==> src/verilog/drc_pkg.sv <==
// Package of constants and types for the strobe-driven DRAM controller
// Function
// Device holds 4096 one-bit words
// Twelve-bit address sent as two six-bit halves
// Row half by row strobe, column by column
// Device latches address, select and data in
// Refresh all 64 rows every 2 ms
// Initialization cycle before first normal access
// Device output three-state, latched into next cycle
// Device floats output after deselecting cycles
// Cycle starts with row address, row strobe falling
// Write strobe low before column strobe means write
// Chip select sampled at column strobe
// Honour strobe pulse widths and precharge
// Sequence row, strobe, column, strobe, release
`default_nettype none
package drc_pkg;
  // ----------------------------------------------------------------
  // Geometry
  // ----------------------------------------------------------------
  localparam int ADDR_W = 12;
  localparam int HALF_W = 6;
  localparam int ROWS = 64;
  // ----------------------------------------------------------------
  // Timing (slowest grade, ns) and derived cycle counts at 125 MHz
  // ----------------------------------------------------------------
  localparam int CLK_NS = 8;
  localparam int T_RAS_NS = 300;
  localparam int T_CAS_NS = 165;
  localparam int T_RCL_NS = 80;
  localparam int T_RAH_NS = 80;
  localparam int T_RP_NS = 125;
  localparam int T_REF_MS = 2;
  localparam int RCL_CYC = (T_RCL_NS + CLK_NS - 1) / CLK_NS;
  localparam int CAS_CYC = (T_CAS_NS + CLK_NS - 1) / CLK_NS;
  localparam int RASW_CYC = (T_RAS_NS + CLK_NS - 1) / CLK_NS;
  localparam int RP_CYC = (T_RP_NS + CLK_NS - 1) / CLK_NS;
  // Interval per row so all rows are covered within the period, rounded down
  localparam int REF_PERIOD_CYC = T_REF_MS * 1000000 / CLK_NS;
  localparam int REF_ROW_CYC = REF_PERIOD_CYC / ROWS;
  localparam int CNT_W = 12;
  // ----------------------------------------------------------------
  // Types
  // ----------------------------------------------------------------
  typedef enum logic [2:0] {
    ST_IDLE = 3'b000,
    ST_ROW  = 3'b001,
    ST_COL  = 3'b010,
    ST_HOLD = 3'b011,
    ST_PRE  = 3'b100
  } drc_state_t;
  typedef struct packed {
    logic write;
    logic [ADDR_W-1:0] addr;
    logic data;
  } drc_req_t;
  typedef struct packed {
    logic rasN;
    logic casN;
    logic csN;
    logic weN;
    logic [HALF_W-1:0] muxAddrPins;
    logic din;
  } drc_pins_t;
endpackage
`default_nettype wire

==> src/verilog/drc_controller.sv <==
// Host-side controller that drives the multiplexed-address DRAM pins
`timescale 1ns/1ps
`default_nettype none
module drc_controller
(
  // Clock and reset
  input wire logic clk,
  input wire logic resetn,
  // User request
  input wire logic reqValid,
  input wire drc_pkg::drc_req_t req,
  output logic reqReady,
  output logic rdValid,
  output logic rdData,
  // Memory pins
  output var drc_pkg::drc_pins_t pins,
  input wire logic dout
);
  // ------------------------------------------------------------------
  // State
  // ------------------------------------------------------------------
  drc_pkg::drc_state_t state_q, state_d;
  logic [drc_pkg::CNT_W-1:0] tmr_q, tmr_d;
  logic [drc_pkg::CNT_W-1:0] refTmr_q;
  logic [drc_pkg::HALF_W-1:0] refRow_q;
  logic refPend_q, initDone_q, isRef_q, isWr_q, isRd_q;
  logic [drc_pkg::HALF_W-1:0] colAddr_q;
  logic reqReady_q, rdValid_q, rdData_q;
  drc_pkg::drc_pins_t pins_q, pins_d;
  logic [drc_pkg::CNT_W-1:0] rasLowCnt_q, casLowCnt_q, rasHighCnt_q;

  function automatic logic [drc_pkg::CNT_W-1:0] cyc(input int n);
    cyc = drc_pkg::CNT_W'(n - 1);
  endfunction

  function automatic logic [drc_pkg::CNT_W-1:0] satInc(input logic [drc_pkg::CNT_W-1:0] v);
    satInc = (v == '1) ? v : v + 1'b1;
  endfunction

  wire tmrDone = (tmr_q == '0);
  wire refTick = (refTmr_q == '0);
  // Refresh (and first init cycle) takes priority over user traffic
  wire doRef = refPend_q || !initDone_q;
  wire start = (state_q == drc_pkg::ST_IDLE) && (doRef || reqValid);
  wire takeReq = start && !doRef;

  // ------------------------------------------------------------------
  // Sequencer
  // ------------------------------------------------------------------
  always_comb
  begin
    state_d = state_q;
    tmr_d = tmrDone ? tmr_q : tmr_q - 1'b1;
    pins_d = pins_q;
    case (state_q)
      drc_pkg::ST_IDLE:
      begin
        if (start)
        begin
          // Row half driven first, chip select high for refresh
          pins_d.muxAddrPins = doRef ? refRow_q : req.addr[5:0];
          pins_d.csN = doRef ? 1'b1 : 1'b0;
          pins_d.weN = doRef ? 1'b1 : !req.write;
          pins_d.din = req.data;
          state_d = drc_pkg::ST_ROW;
        end
      end
      drc_pkg::ST_ROW:
      begin
        pins_d.rasN = 1'b0;
        tmr_d = cyc(drc_pkg::RCL_CYC);
        state_d = drc_pkg::ST_COL;
      end
      drc_pkg::ST_COL:
      begin
        // Row address held past the strobe for the row hold time
        if (tmrDone)
        begin
          pins_d.muxAddrPins = colAddr_q;
          pins_d.casN = 1'b0;
          tmr_d = cyc(drc_pkg::RASW_CYC - drc_pkg::RCL_CYC);
          state_d = drc_pkg::ST_HOLD;
        end
      end
      drc_pkg::ST_HOLD:
      begin
        // Both strobes kept low until their minimum widths elapse
        if (tmrDone)
        begin
          pins_d.rasN = 1'b1;
          pins_d.casN = 1'b1;
          pins_d.weN = 1'b1;
          tmr_d = cyc(drc_pkg::RP_CYC);
          state_d = drc_pkg::ST_PRE;
        end
      end
      drc_pkg::ST_PRE:
      begin
        if (tmrDone)
        begin
          state_d = drc_pkg::ST_IDLE;
        end
      end
      default:
      begin
        state_d = drc_pkg::ST_IDLE;
      end
    endcase
  end

  always_ff @(posedge clk or negedge resetn)
  begin
    if (!resetn)
    begin
      state_q <= drc_pkg::ST_IDLE;
      tmr_q <= '0;
      pins_q <= '{rasN: 1'b1, casN: 1'b1, csN: 1'b1, weN: 1'b1, muxAddrPins: '0, din: 1'b0};
    end
    else
    begin
      state_q <= state_d;
      tmr_q <= tmr_d;
      pins_q <= pins_d;
    end
  end

  // ------------------------------------------------------------------
  // Request bookkeeping and refresh scheduling
  // ------------------------------------------------------------------
  always_ff @(posedge clk or negedge resetn)
  begin
    if (!resetn)
    begin
      refTmr_q <= cyc(drc_pkg::REF_ROW_CYC);
      refRow_q <= '0;
      refPend_q <= 1'b0;
      initDone_q <= 1'b0;
      isRef_q <= 1'b0;
      isWr_q <= 1'b0;
      isRd_q <= 1'b0;
      colAddr_q <= '0;
      reqReady_q <= 1'b0;
      rdValid_q <= 1'b0;
      rdData_q <= 1'b0;
    end
    else
    begin
      refTmr_q <= refTick ? cyc(drc_pkg::REF_ROW_CYC) : refTmr_q - 1'b1;
      // A tick in the same cycle as a refresh start keeps the request
      if (refTick)
      begin
        refPend_q <= 1'b1;
      end
      else if (start && doRef)
      begin
        refPend_q <= 1'b0;
      end
      if (start)
      begin
        isRef_q <= doRef;
        isWr_q <= !doRef && req.write;
        isRd_q <= !doRef && !req.write;
        colAddr_q <= doRef ? '0 : req.addr[11:6];
      end
      if (start && doRef)
      begin
        refRow_q <= refRow_q + 1'b1;
        initDone_q <= 1'b1;
      end
      reqReady_q <= takeReq;
      // Output bit is valid once the strobes complete their widths
      rdValid_q <= (state_q == drc_pkg::ST_HOLD) && tmrDone && isRd_q;
      if ((state_q == drc_pkg::ST_HOLD) && tmrDone && isRd_q)
      begin
        rdData_q <= dout;
      end
    end
  end

  assign reqReady = reqReady_q;
  assign rdValid = rdValid_q;
  assign rdData = rdData_q;
  assign pins = pins_q;

  // ------------------------------------------------------------------
  // Checks
  // ------------------------------------------------------------------
  // Strobe level counters; they saturate so long idle spans cannot wrap
  always_ff @(posedge clk or negedge resetn)
  begin
    if (!resetn)
    begin
      rasLowCnt_q <= '0;
      casLowCnt_q <= '0;
      rasHighCnt_q <= '1;
    end
    else
    begin
      rasLowCnt_q <= pins_q.rasN ? '0 : satInc(rasLowCnt_q);
      casLowCnt_q <= pins_q.casN ? '0 : satInc(casLowCnt_q);
      rasHighCnt_q <= pins_q.rasN ? satInc(rasHighCnt_q) : '0;
    end
  end
endmodule
`default_nettype wire

==> config.mk <==
export PLATFORM = sky130hd
export DESIGN_NAME = drc_controller
export DESIGN_NICKNAME = d
export VERILOG_FILES = /design/src/verilog/drc_pkg.sv /design/src/verilog/drc_controller.sv
export SDC_FILE = /design/constraint.sdc
export NUM_CORES = 1
export LEC_CHECK = 0
export BUFFER_PORTS_ARGS = -buffer_cell sky130_fd_sc_hd__buf_2
export CORE_MARGIN = 3
export CORE_UTILIZATION = 34
export CTS_CLUSTER_SIZE = 12
export DETAILED_ROUTE_END_ITERATION = 10
export GPL_TIMING_DRIVEN = 0
export MAX_ROUTING_LAYER = met4
export PLACE_DENSITY = 0.61
export SYNTH_ARGS = -nofsm -noshare
export SYNTH_HDL_FRONTEND = slang
export SYNTH_SLANG_ARGS = --single-unit
==> constraint.sdc <==
create_clock -name clk -period 7 [get_ports clk]
set_input_delay 0.7 -clock clk [delete_from_list [all_inputs] [get_ports clk]]
set_output_delay 0.7 -clock clk [all_outputs]
set_load 0.05 [all_outputs]
==> results.md, run 1 <==
- Status: completed
- Core area: 7770 um2
- Worst hold path type: in -> async
- Sw Pwr: 0.119 mW
- Period utilization: 0.371
- Power Total: 0.518 mW
- Clock share of power: 0.349
- Total number of vias: 2139
- Max Cap Viol: 0
- Synth Instances: 267
- Yosys top cell by area: dfrtp_1
- Setup WS pre-CTS: 4.44 ns
- Buffers added on ports: 31
- Worst R2R End: tmr_q[0]
- Share of layout cells above drive strength 1: 0.209
- Register area: 1410 um2
- Die ar.: 9160 um2
- DIE WIDTH: 95.7 um
- Hold slack: 0.413 ns
- Max FO, Critical Path: 10
- Total iterations of the first detailed-routing run: 4
- FMAX: 0.385 GHz
- Slew Viols, Final: 0
- GR Layer Usage met2: 0.208
- Main synth FF type: dfrtp_1
- Vias in the first global route: 2067
- Wire length per cell: 14.0 um
- Met3 usage in global routing: 0.0258
- Delay-heaviest family, CP: simple AND/OR/NAND/NOR gates
- GR Overflow Total: 0
- Final std cells w/o fill: 408
- CP Cell Sequence: inv_1 -> ha_1 -> or4b_4 -> nor4_4 -> inv_2 -> buf_4 -> ha_1 -> nor2_1 -> a21oi_1
- Clock latency on the worst-skew pair: 0.31 ns
- Clock-pin slew on the worst setup and hold paths: 0.10 ns
- Pwr Density: 167 nW/um2
- Clock buffer count from CTS: 5
- Inst Count DP: 400
- Synth Register Bits: 56
- Dpl cell area: 3020 um2
- Slowest CP cell: nor4_4
- Post-synthesis async set-or-reset flop share: 1.00
- P_leak: 1.40 nW
- Post-synth EDFFs: 0
- Max clock buf depth: 2
- Most Crowded Layer GR: met2
- Flop2flop setup slack: 4.40 ns
- Ports: 32
- Synth unique cells: 53
- Setup repair bufs after CTS: 0
- # clock sinks: 56
- CP Data Required Time: 7.19 ns
- Worst Path Class, Setup: reg -> reg
- YS warnings: 0
- Crit path capture type: register
- Antenna-violating nets left: 0
- Initial antenna violation count: 0
- Largest net degree at the start of global routing: 57
- Final min period: 2.60 ns
- Most repeated library cell on the critical path: ha_1
- Buf/Inv on CP: 3
- First-pass GRT wire length: 9950 um
- Util after Layout: 0.400
- Final setup margin: 4.40 ns
- # hold bufs at CTS: 0
- Synth-to-Final Area Change: 13.7%
- Startpoint types: register
- Final HPWL DP: 4110 um
- Die Ht: 95.7 um
- CTS tree: built
- Setup TNS Final: 0 ns
- DRT iter0 DRCs: 88
- Syn_area_per_cell: 10.2 um2
- Net Count, Synth: 291
- Finish-stage setup viols: 0
- Worst Tran Pin Value: 0.803 ns
- Drc violations: 0
- GRT Total Usage: 0.142
- # fillers: 798
- Final Hold Viols: 0
- Num rows: 32
- Post-synth top cells: 46 x dfrtp_1, 29 x nand2_1, 21 x nor2_1
- Internal: 0.399 mW
- Crit-path max cell delay: 0.59 ns
- Seq/Total Area, Yosys: 0.517
- Dominant cell by count in the synthesized netlist: dfrtp_1
- R2r worst-path depth: 9
- Final instance area: 3110 um2
- Clock skew: 0.00842 ns
- Routing usage on met1: 0.203
- Routed wire length: 5700 um
- Diode count: 0
- Net Sw Frac: 0.230
- Comb power frac: 0.026
- Gpl congestion: 0.802
- Post_cts resized: 0
- Clock root buffer: clkbuf_8
- Post-synth top area share: 0.421
- Multi-input gate area: 1220 um2
- Crit path arrival time: 2.79 ns
- Power share of the sequential group: 0.625
- Post-Syn Area: 2740 um2
- Worst vdd ir: 0.0000944 V
- Reg-to-Reg Start: tmr_q[0]
- Vias/cell: 5.24
- Initial cell density of the core: 0.352
- RSZ-0062 raised after global routing: false
- Max H-tree Level: 2
- Max transition margin: 0.460
- Synth area leaders: dfrtp_1 42%, dfstp_2 9.6%, nand2_1 4.0%, xnor2_1 3.2%, nor2_1 2.9%
- Fin nets: 329
-- cell families after synthesis --
logic type,after synthesis,synth area share
fa+ha+maj,6,0.0274
mux,7,0.0274
compound gates,51,0.132
flops,56,0.517
simple gates,109,0.212
buf+inv,23,0.0361
xor+xnor,15,0.0480
-- sequential cells by signal (all words and copies together) (netlist names) --
name	cells
initDone_q	1
refTmr_q	12
reqReady	1
colAddr_q	6
rdData	1
refPend_q	1
rdValid	1
isRd_q	1
pins	11
tmr_q	12
state_q	3
refRow_q	6
-- power groups by stage --
stage	sequential [mW]	clock (mW)	combinational (mW)
4_1_cts	0.324	0.191	0.0139
2_1_floorplan	0.331	0	0.000324
6_report	0.324	0.181	0.0133
3_3_place_gp	0.330	0	0.0138
3_5_place_dp	0.330	0	0.0138
5_1_grt	0.324	0.204	0.0155
-- worst max path at each step --
stage | depth (start not counted) | endpoint | startpoint | slack, ns
5_1_grt | 9 | tmr_q[0] | tmr_q[0] | 4.23
2_1_floorplan | 9 | tmr_q[0] | tmr_q[0] | 4.71
4_1_cts | 9 | tmr_q[0] | tmr_q[0] | 4.42
3_3_place_gp | 9 | tmr_q[0] | tmr_q[0] | 4.44
6_report | 9 | tmr_q[0] | tmr_q[0] | 4.40
3_5_place_dp | 9 | tmr_q[0] | tmr_q[0] | 4.44
-- per-layer routing --
layer	vias up	wire length, um
met5	-	0
met4	0	76
met3	7	165
met2	44	2620
met1	1051	2830
li1	1037	-
-- cell usage in the layout (no fill, tap or decap), drive strengths merged, types with 9 or more instances in the layout --
master and count:
dfrtp 46, buf 34, nand2 29, nor2 21
inv 13, clkbuf 13, xnor2 10, dfstp 10
o21ai 9
-- layout make-up --
type	instances	share of cell area
multi-input combinational	188	0.393
clock buffer	5	0.0221
timing repair buffer	31	0.0507
buffer	11	0.0173
sequential	56	0.455
tap	102	0.0410
clock inverter	3	0.00684
inverter	12	0.0145
Note: power is estimated with default switching activity, not from simulation.
==> run 2: changes to the inputs <==
--- a/config.mk
+++ b/config.mk
@@ -12,7 +12,7 @@
 export DETAILED_ROUTE_END_ITERATION = 10
 export GPL_TIMING_DRIVEN = 0
 export MAX_ROUTING_LAYER = met4
-export PLACE_DENSITY = 0.61
+export PLACE_DENSITY = 0.63
 export SYNTH_ARGS = -nofsm -noshare
 export SYNTH_HDL_FRONTEND = slang
 export SYNTH_SLANG_ARGS = --single-unit
==> constraint.sdc (replaced) <==
create_clock -name clk -period 2.2 [get_ports clk]
set_input_delay 0.22 -clock clk [delete_from_list [all_inputs] [get_ports clk]]
set_output_delay 0.22 -clock clk [all_outputs]
set_load 0.05 [all_outputs]
==> run 2 against run 1 <==
  * Total power increased to 3.2 times the previous value
  * Fmax increased by 25%
  * Critical path type unchanged
  * Final area rose by 4.3%
  * Highest routed layer unchanged
  * Clock-buffer cell count up 2
  * Die area did not move
  * Sequential share of layout area shrank 1.9 points
  * Final cell count up 1.7%
  * Sequential power rose to 3.2 times the previous value
  * Via count decreased by 0.37%
  * Flip-flop and latch count did not move
  * Global-route usage grew 0.10 points
==> results.md, run 2 (synthesized netlist as in run 1, its figures left out) <==
- Crit path arrival time: 2.27 ns
- DRT iter0 DRCs: 96
- Power share of the sequential group: 0.615
- Util after Layout: 0.418
- Final HPWL DP: 4050 um
- Delay-heaviest family, CP: simple AND/OR/NAND/NOR gates
- First-pass GRT wire length: 10100 um
- Drc violations: 0
- Clock skew: 0.00831 ns
- Clock share of power: 0.356
- Max FO, Critical Path: 6
- WP depth: 8
- DIE WIDTH: 95.7 um
- Status: completed
- Net Sw Frac: 0.220
- P_leak: 1.45 nW
- CTS tree: built
- Die ar.: 9160 um2
- Dpl cell area: 3020 um2
- Gpl congestion: 0.752
- Diode count: 0
- Largest net degree at the start of global routing: 57
- Vias in the first global route: 2055
- Max transition margin: 0.522
- Crit path capture type: register
- GR Overflow Total: 0
- Final min period: 2.08 ns
- Share of layout cells above drive strength 1: 0.249
- Routed wire length: 5940 um
- Clock latency on the worst-skew pair: 0.31 ns
- Buffers added on ports: 31
- Worst Tran Pin Value: 0.712 ns
- Met2 Wirelength: 2760 um
- Initial cell density of the core: 0.352
- Buf/Inv on CP: 3
- Total number of vias: 2131
- Internal: 1.31 mW
- Startpoint types: register
- Worst setup startpoint: tmr_q[1]
- Worst Path Class, Setup: reg -> reg
- Synth-to-Final Area Change: 18.7%
- Fin nets: 336
- Core area: 7770 um2
- Antenna-violating nets left: 0
- Total iterations of the first detailed-routing run: 4
- Die Ht: 95.7 um
- GRT Total Usage: 0.143
- Worst R2R End: pins[3]
- Comb power frac: 0.028
- Period utilization: 0.944
- Num rows: 32
- Inst Count DP: 400
- Setup TNS Final: 0 ns
- Most common cell after layout, fill and taps aside: dfrtp_1
- Worst vdd ir: 0.000455 V
- RSZ-0062 raised after global routing: true
- WL met1: 2940 um
- Hold slack: 0.110 ns
- Max H-tree Level: 2
- DR top layer: met4
- Final std cells w/o fill: 415
- CP Cell Sequence: inv_2 -> ha_4 -> or4b_4 -> nor4_4 -> buf_6 -> buf_12 -> a21oi_2 -> mux2_2
- Initial antenna violation count: 0
- Worst hold path type: in -> reg
- Slowest CP cell: or4b_4
- Ports: 32
- Flop2flop setup slack: 0.12 ns
- Wire length per cell: 14.3 um
- Reg-to-Reg Start: tmr_q[1]
- Pwr Density: 516 nW/um2
- CP Data Required Time: 2.40 ns
- Clock buffer count from CTS: 5
- Vias/cell: 5.13
- Sw Pwr: 0.369 mW
- Max Cap Viol: 0
- Clock root buffer: clkbuf_8
- FMAX: 0.482 GHz
- Final instance area: 3250 um2
- Slew Viols, Final: 0
- R2r worst-path depth: 8
- Max clock buf depth: 2
- Clock-pin slew on the worst setup and hold paths: 0.10 ns
- Most frequent cells in the layout: 46 x dfrtp_1, 32 x buf_2, 29 x nand2_1
- DR WL met3: 171 um
- # clock sinks: 56
- Setup crit end: pins[3]
- Finish-stage setup viols: 0
- Crit-path max cell delay: 0.48 ns
- Final Hold Viols: 0
[run 2: timing repair]
item                                    in CTS  in global routing
endpoints found under the hold margin        0                 13
hold buffers                                 0                  1
pin swaps                                    3                  2
endpoints found under the setup margin      26                 27
gates resized for setup                      7                  8
setup buffers                                5                  1
gates cloned                                 0                  0
[run 2: routing by layer]
| metal | vias to the layer above | GRT usage |
|---|---|---|
| li1 | 1053 | - |
| met1 | 1032 | 0.206 |
| met2 | 37 | 0.209 |
| met3 | 9 | 0.0266 |
| met4 | 0 | 0.0379 |
| met5 | - | - |
[run 2: stage by stage]
step	power [mW]	setup WS [ns]
4_1_cts	1.70	0.00276
2_1_floorplan	1.06	0.0318
5_1_grt	1.76	-0.0137
6_report	1.68	0.123
3_5_place_dp	1.09	-0.249
3_3_place_gp	1.09	-0.234
[run 2: worst reg2reg max path: cells and delay by family (launching register included)]
| kind | cells | cell delay (ns) |
|---|---|---|
| mux | 1 | 0.30 |
| simple gates | 2 | 0.64 |
| buf+inv | 3 | 0.40 |
| flops | 1 | 0.40 |
| fa+ha+maj | 1 | 0.13 |
| compound gates | 1 | 0.11 |
[run 2: worst min-delay path by stage]
stage	from	slack, ns	end	cells after the start
after floorplan	resetn	-0.08	colAddr_q[0]	0
after global placement	req[0]	0.41	pins[0]	3
after detailed placement	req[0]	0.43	pins[0]	3
after CTS	req[0]	0.10	pins[0]	3
after global routing	req[7]	0.11	colAddr_q[0]	3
final	req[0]	0.11	pins[0]	3
[run 2: power groups by stage]
stage	Combinational [mW]	Clock (mW)	Sequential (mW)
floorplan	0.00103	0	1.05
global placement	0.0436	0	1.05
detailed placement	0.0435	0	1.05
CTS	0.0437	0.624	1.03
global route	0.0547	0.669	1.03
finish	0.0477	0.597	1.03
[run 2: cell type report]
class	instances	area [um2]
Clock buffer	7	86.3
Tap cell	102	128
Multi-Input combinational cell	188	1260
Inverter	12	50.0
Buffer	10	47.5
Timing Repair Buffer	39	246
Fill cell	781	4520
Clock inverter	1	8.76
Sequential cell	56	1410
==> run 3: changes to the inputs <==
--- a/config.mk
+++ b/config.mk
@@ -12,7 +12,7 @@
 export DETAILED_ROUTE_END_ITERATION = 10
 export GPL_TIMING_DRIVEN = 0
 export MAX_ROUTING_LAYER = met4
-export PLACE_DENSITY = 0.63
+export PLACE_DENSITY_LB_ADDON = 0.2
 export SYNTH_ARGS = -nofsm -noshare
 export SYNTH_HDL_FRONTEND = slang
 export SYNTH_SLANG_ARGS = --single-unit
==> run 3 against run 2 <==
  * Global-route usage increased by 0.30 points
  * Largest power group unchanged
  * Sequential share of layout area is 0.20 points lower
  * Combinational power decreased by 9.0%
  * Worst hold slack got worse by 0.019 ns
  * Clock-buffer cell count is 2 lower
==> results.md, run 3 (synthesized netlist as in run 1, its figures left out) <==
- Status: completed
- P_leak: 1.47 nW
- Worst Tran Pin Value: 0.715 ns
- Ports: 32
- FMAX: 0.470 GHz
- Crit path capture type: register
- Drc violations: 0
- Max transition margin: 0.523
- Max Cap Viol: 0
- Fin nets: 338
- Final instance area: 3260 um2
- Worst hold path type: in -> reg
- Share of layout cells above drive strength 1: 0.263
- Clock buffer count from CTS: 5
- RSZ-0062 raised after global routing: false
- Num rows: 32
- Vias in the first global route: 2091
- GRT Total Usage: 0.146
- Clock latency on the worst-skew pair: 0.32 ns
- DIE WIDTH: 95.7 um
- Total number of vias: 2129
- Total iterations of the first detailed-routing run: 4
- Antenna-violating nets left: 0
- CTS tree: built
- Synth-to-Final Area Change: 19.2%
- Gpl congestion: 0.782
- Die ar.: 9160 um2
- Flop2flop setup slack: 0.07 ns
- DRT iter0 DRCs: 110
- Clock skew: 0.00648 ns
- Util after Layout: 0.420
- Clock-pin slew on the worst setup and hold paths: 0.10 ns
- Final HPWL DP: 4060 um
- Max H-tree Level: 2
- Initial cell density of the core: 0.352
- Most common cell after layout, fill and taps aside: dfrtp_1
- Worst vdd ir: 0.000291 V
- Slew Viols, Final: 0
- Diode count: 0
- Crit-path max cell delay: 0.62 ns
- Max clock buf depth: 2
- Final min period: 2.13 ns
- # clock sinks: 56
- Worst Path Class, Setup: reg -> reg
- First-pass GRT wire length: 10300 um
- Power Total: 1.78 mW
- Pwr Density: 547 nW/um2
- Most frequent cells in the layout: 46 x dfrtp_1, 31 x buf_2, 29 x nand2_1
- Largest net degree at the start of global routing: 57
- CP Cell Sequence: or4_1 -> nor4_4 -> buf_6 -> buf_4 -> mux2i_2 -> o22a_1
- Startpoint types: register
- GR Overflow Total: 0
- Final Hold Viols: 0
- Setup TNS Final: 0 ns
- Routed wire length: 5920 um
- Dpl cell area: 3020 um2
- Slowest CP cell: or4_1
- Wire length per cell: 14.2 um
- Die Ht: 95.7 um
- Buffers added on ports: 31
- Period utilization: 0.968
- Clock root buffer: clkbuf_8
- Crit path arrival time: 2.34 ns
- CP Data Required Time: 2.41 ns
- Buf/Inv on CP: 2
- Initial antenna violation count: 0
- Core area: 7770 um2
- Vias/cell: 5.11
- Delay-heaviest family, CP: simple AND/OR/NAND/NOR gates
- Max FO, Critical Path: 11
- Finish-stage setup viols: 0
-- run 3: timing repair --
item                                   4_1_cts  5_1_grt
hold buffers                                 0        1
endpoints found under the hold margin        0        8
setup endpoints to repair                   29       28
buffers inserted                             8        2
gates resized for setup                      8       10
pin swaps                                    2        2
-- run 3: final timing paths --
kind	startpoint	end	depth (start not counted)
setup / recovery	tmr_q[4]	tmr_q[5]	6
hold / removal	req[0]	pins[0]	3
setup reg to reg	tmr_q[4]	tmr_q[5]	6
hold reg to reg	refTmr_q[0]	refTmr_q[0]	1
max in group asynchronous	resetn	tmr_q[5]	2
min in group asynchronous	resetn	refTmr_q[4]	2
-- run 3: cell type report --
| cell class | count | area (um2) |
|---|---|---|
| Buffer | 9 | 37.5 |
| Clock buffer | 5 | 68.8 |
| Clock inverter | 3 | 47.5 |
| Fill cell | 797 | 4510 |
| Inverter | 12 | 47.5 |
| Multi-Input combinational cell | 188 | 1270 |
| Sequential cell | 56 | 1410 |
| Tap cell | 102 | 128 |
| Timing Repair Buffer | 42 | 246 |
-- run 3: metal layers --
metal	part of all wire	routed length (um)	track usage	vias up
met5	0	0	-	-
met4	0.010	61	0.0415	0
met3	0.033	197	0.0266	6
met2	0.44	2620	0.207	35
met1	0.51	3040	0.214	1031
li1	-	-	-	1057
-- run 3: worst register-to-register path: stages (launching register included) --
cell and delay [ns]:
dfrtp_1 0.46, or4_1 0.62, nor4_4 0.26, buf_6 0.17, buf_4 0.19, mux2i_2 0.10, o22a_1 0.23
-- run 3: stage by stage --
stage,instances,worst slack [ns],hold WS (ns)
2_1_floorplan,267,0.0318,-0.0756
3_3_place_gp,400,-0.254,0.414
3_5_place_dp,400,-0.268,0.426
4_1_cts,414,-0.0239,0.0870
5_1_grt,417,0.00328,0.111
6_report,417,0.0706,0.0910
-- run 3: power by group --
part,switching (mW),total (mW),internal (mW)
Sequential,0.000506,1.03,1.03
Combinational,0.0299,0.0434,0.0135
Clock,0.364,0.708,0.344
Total,0.395,1.78,1.39
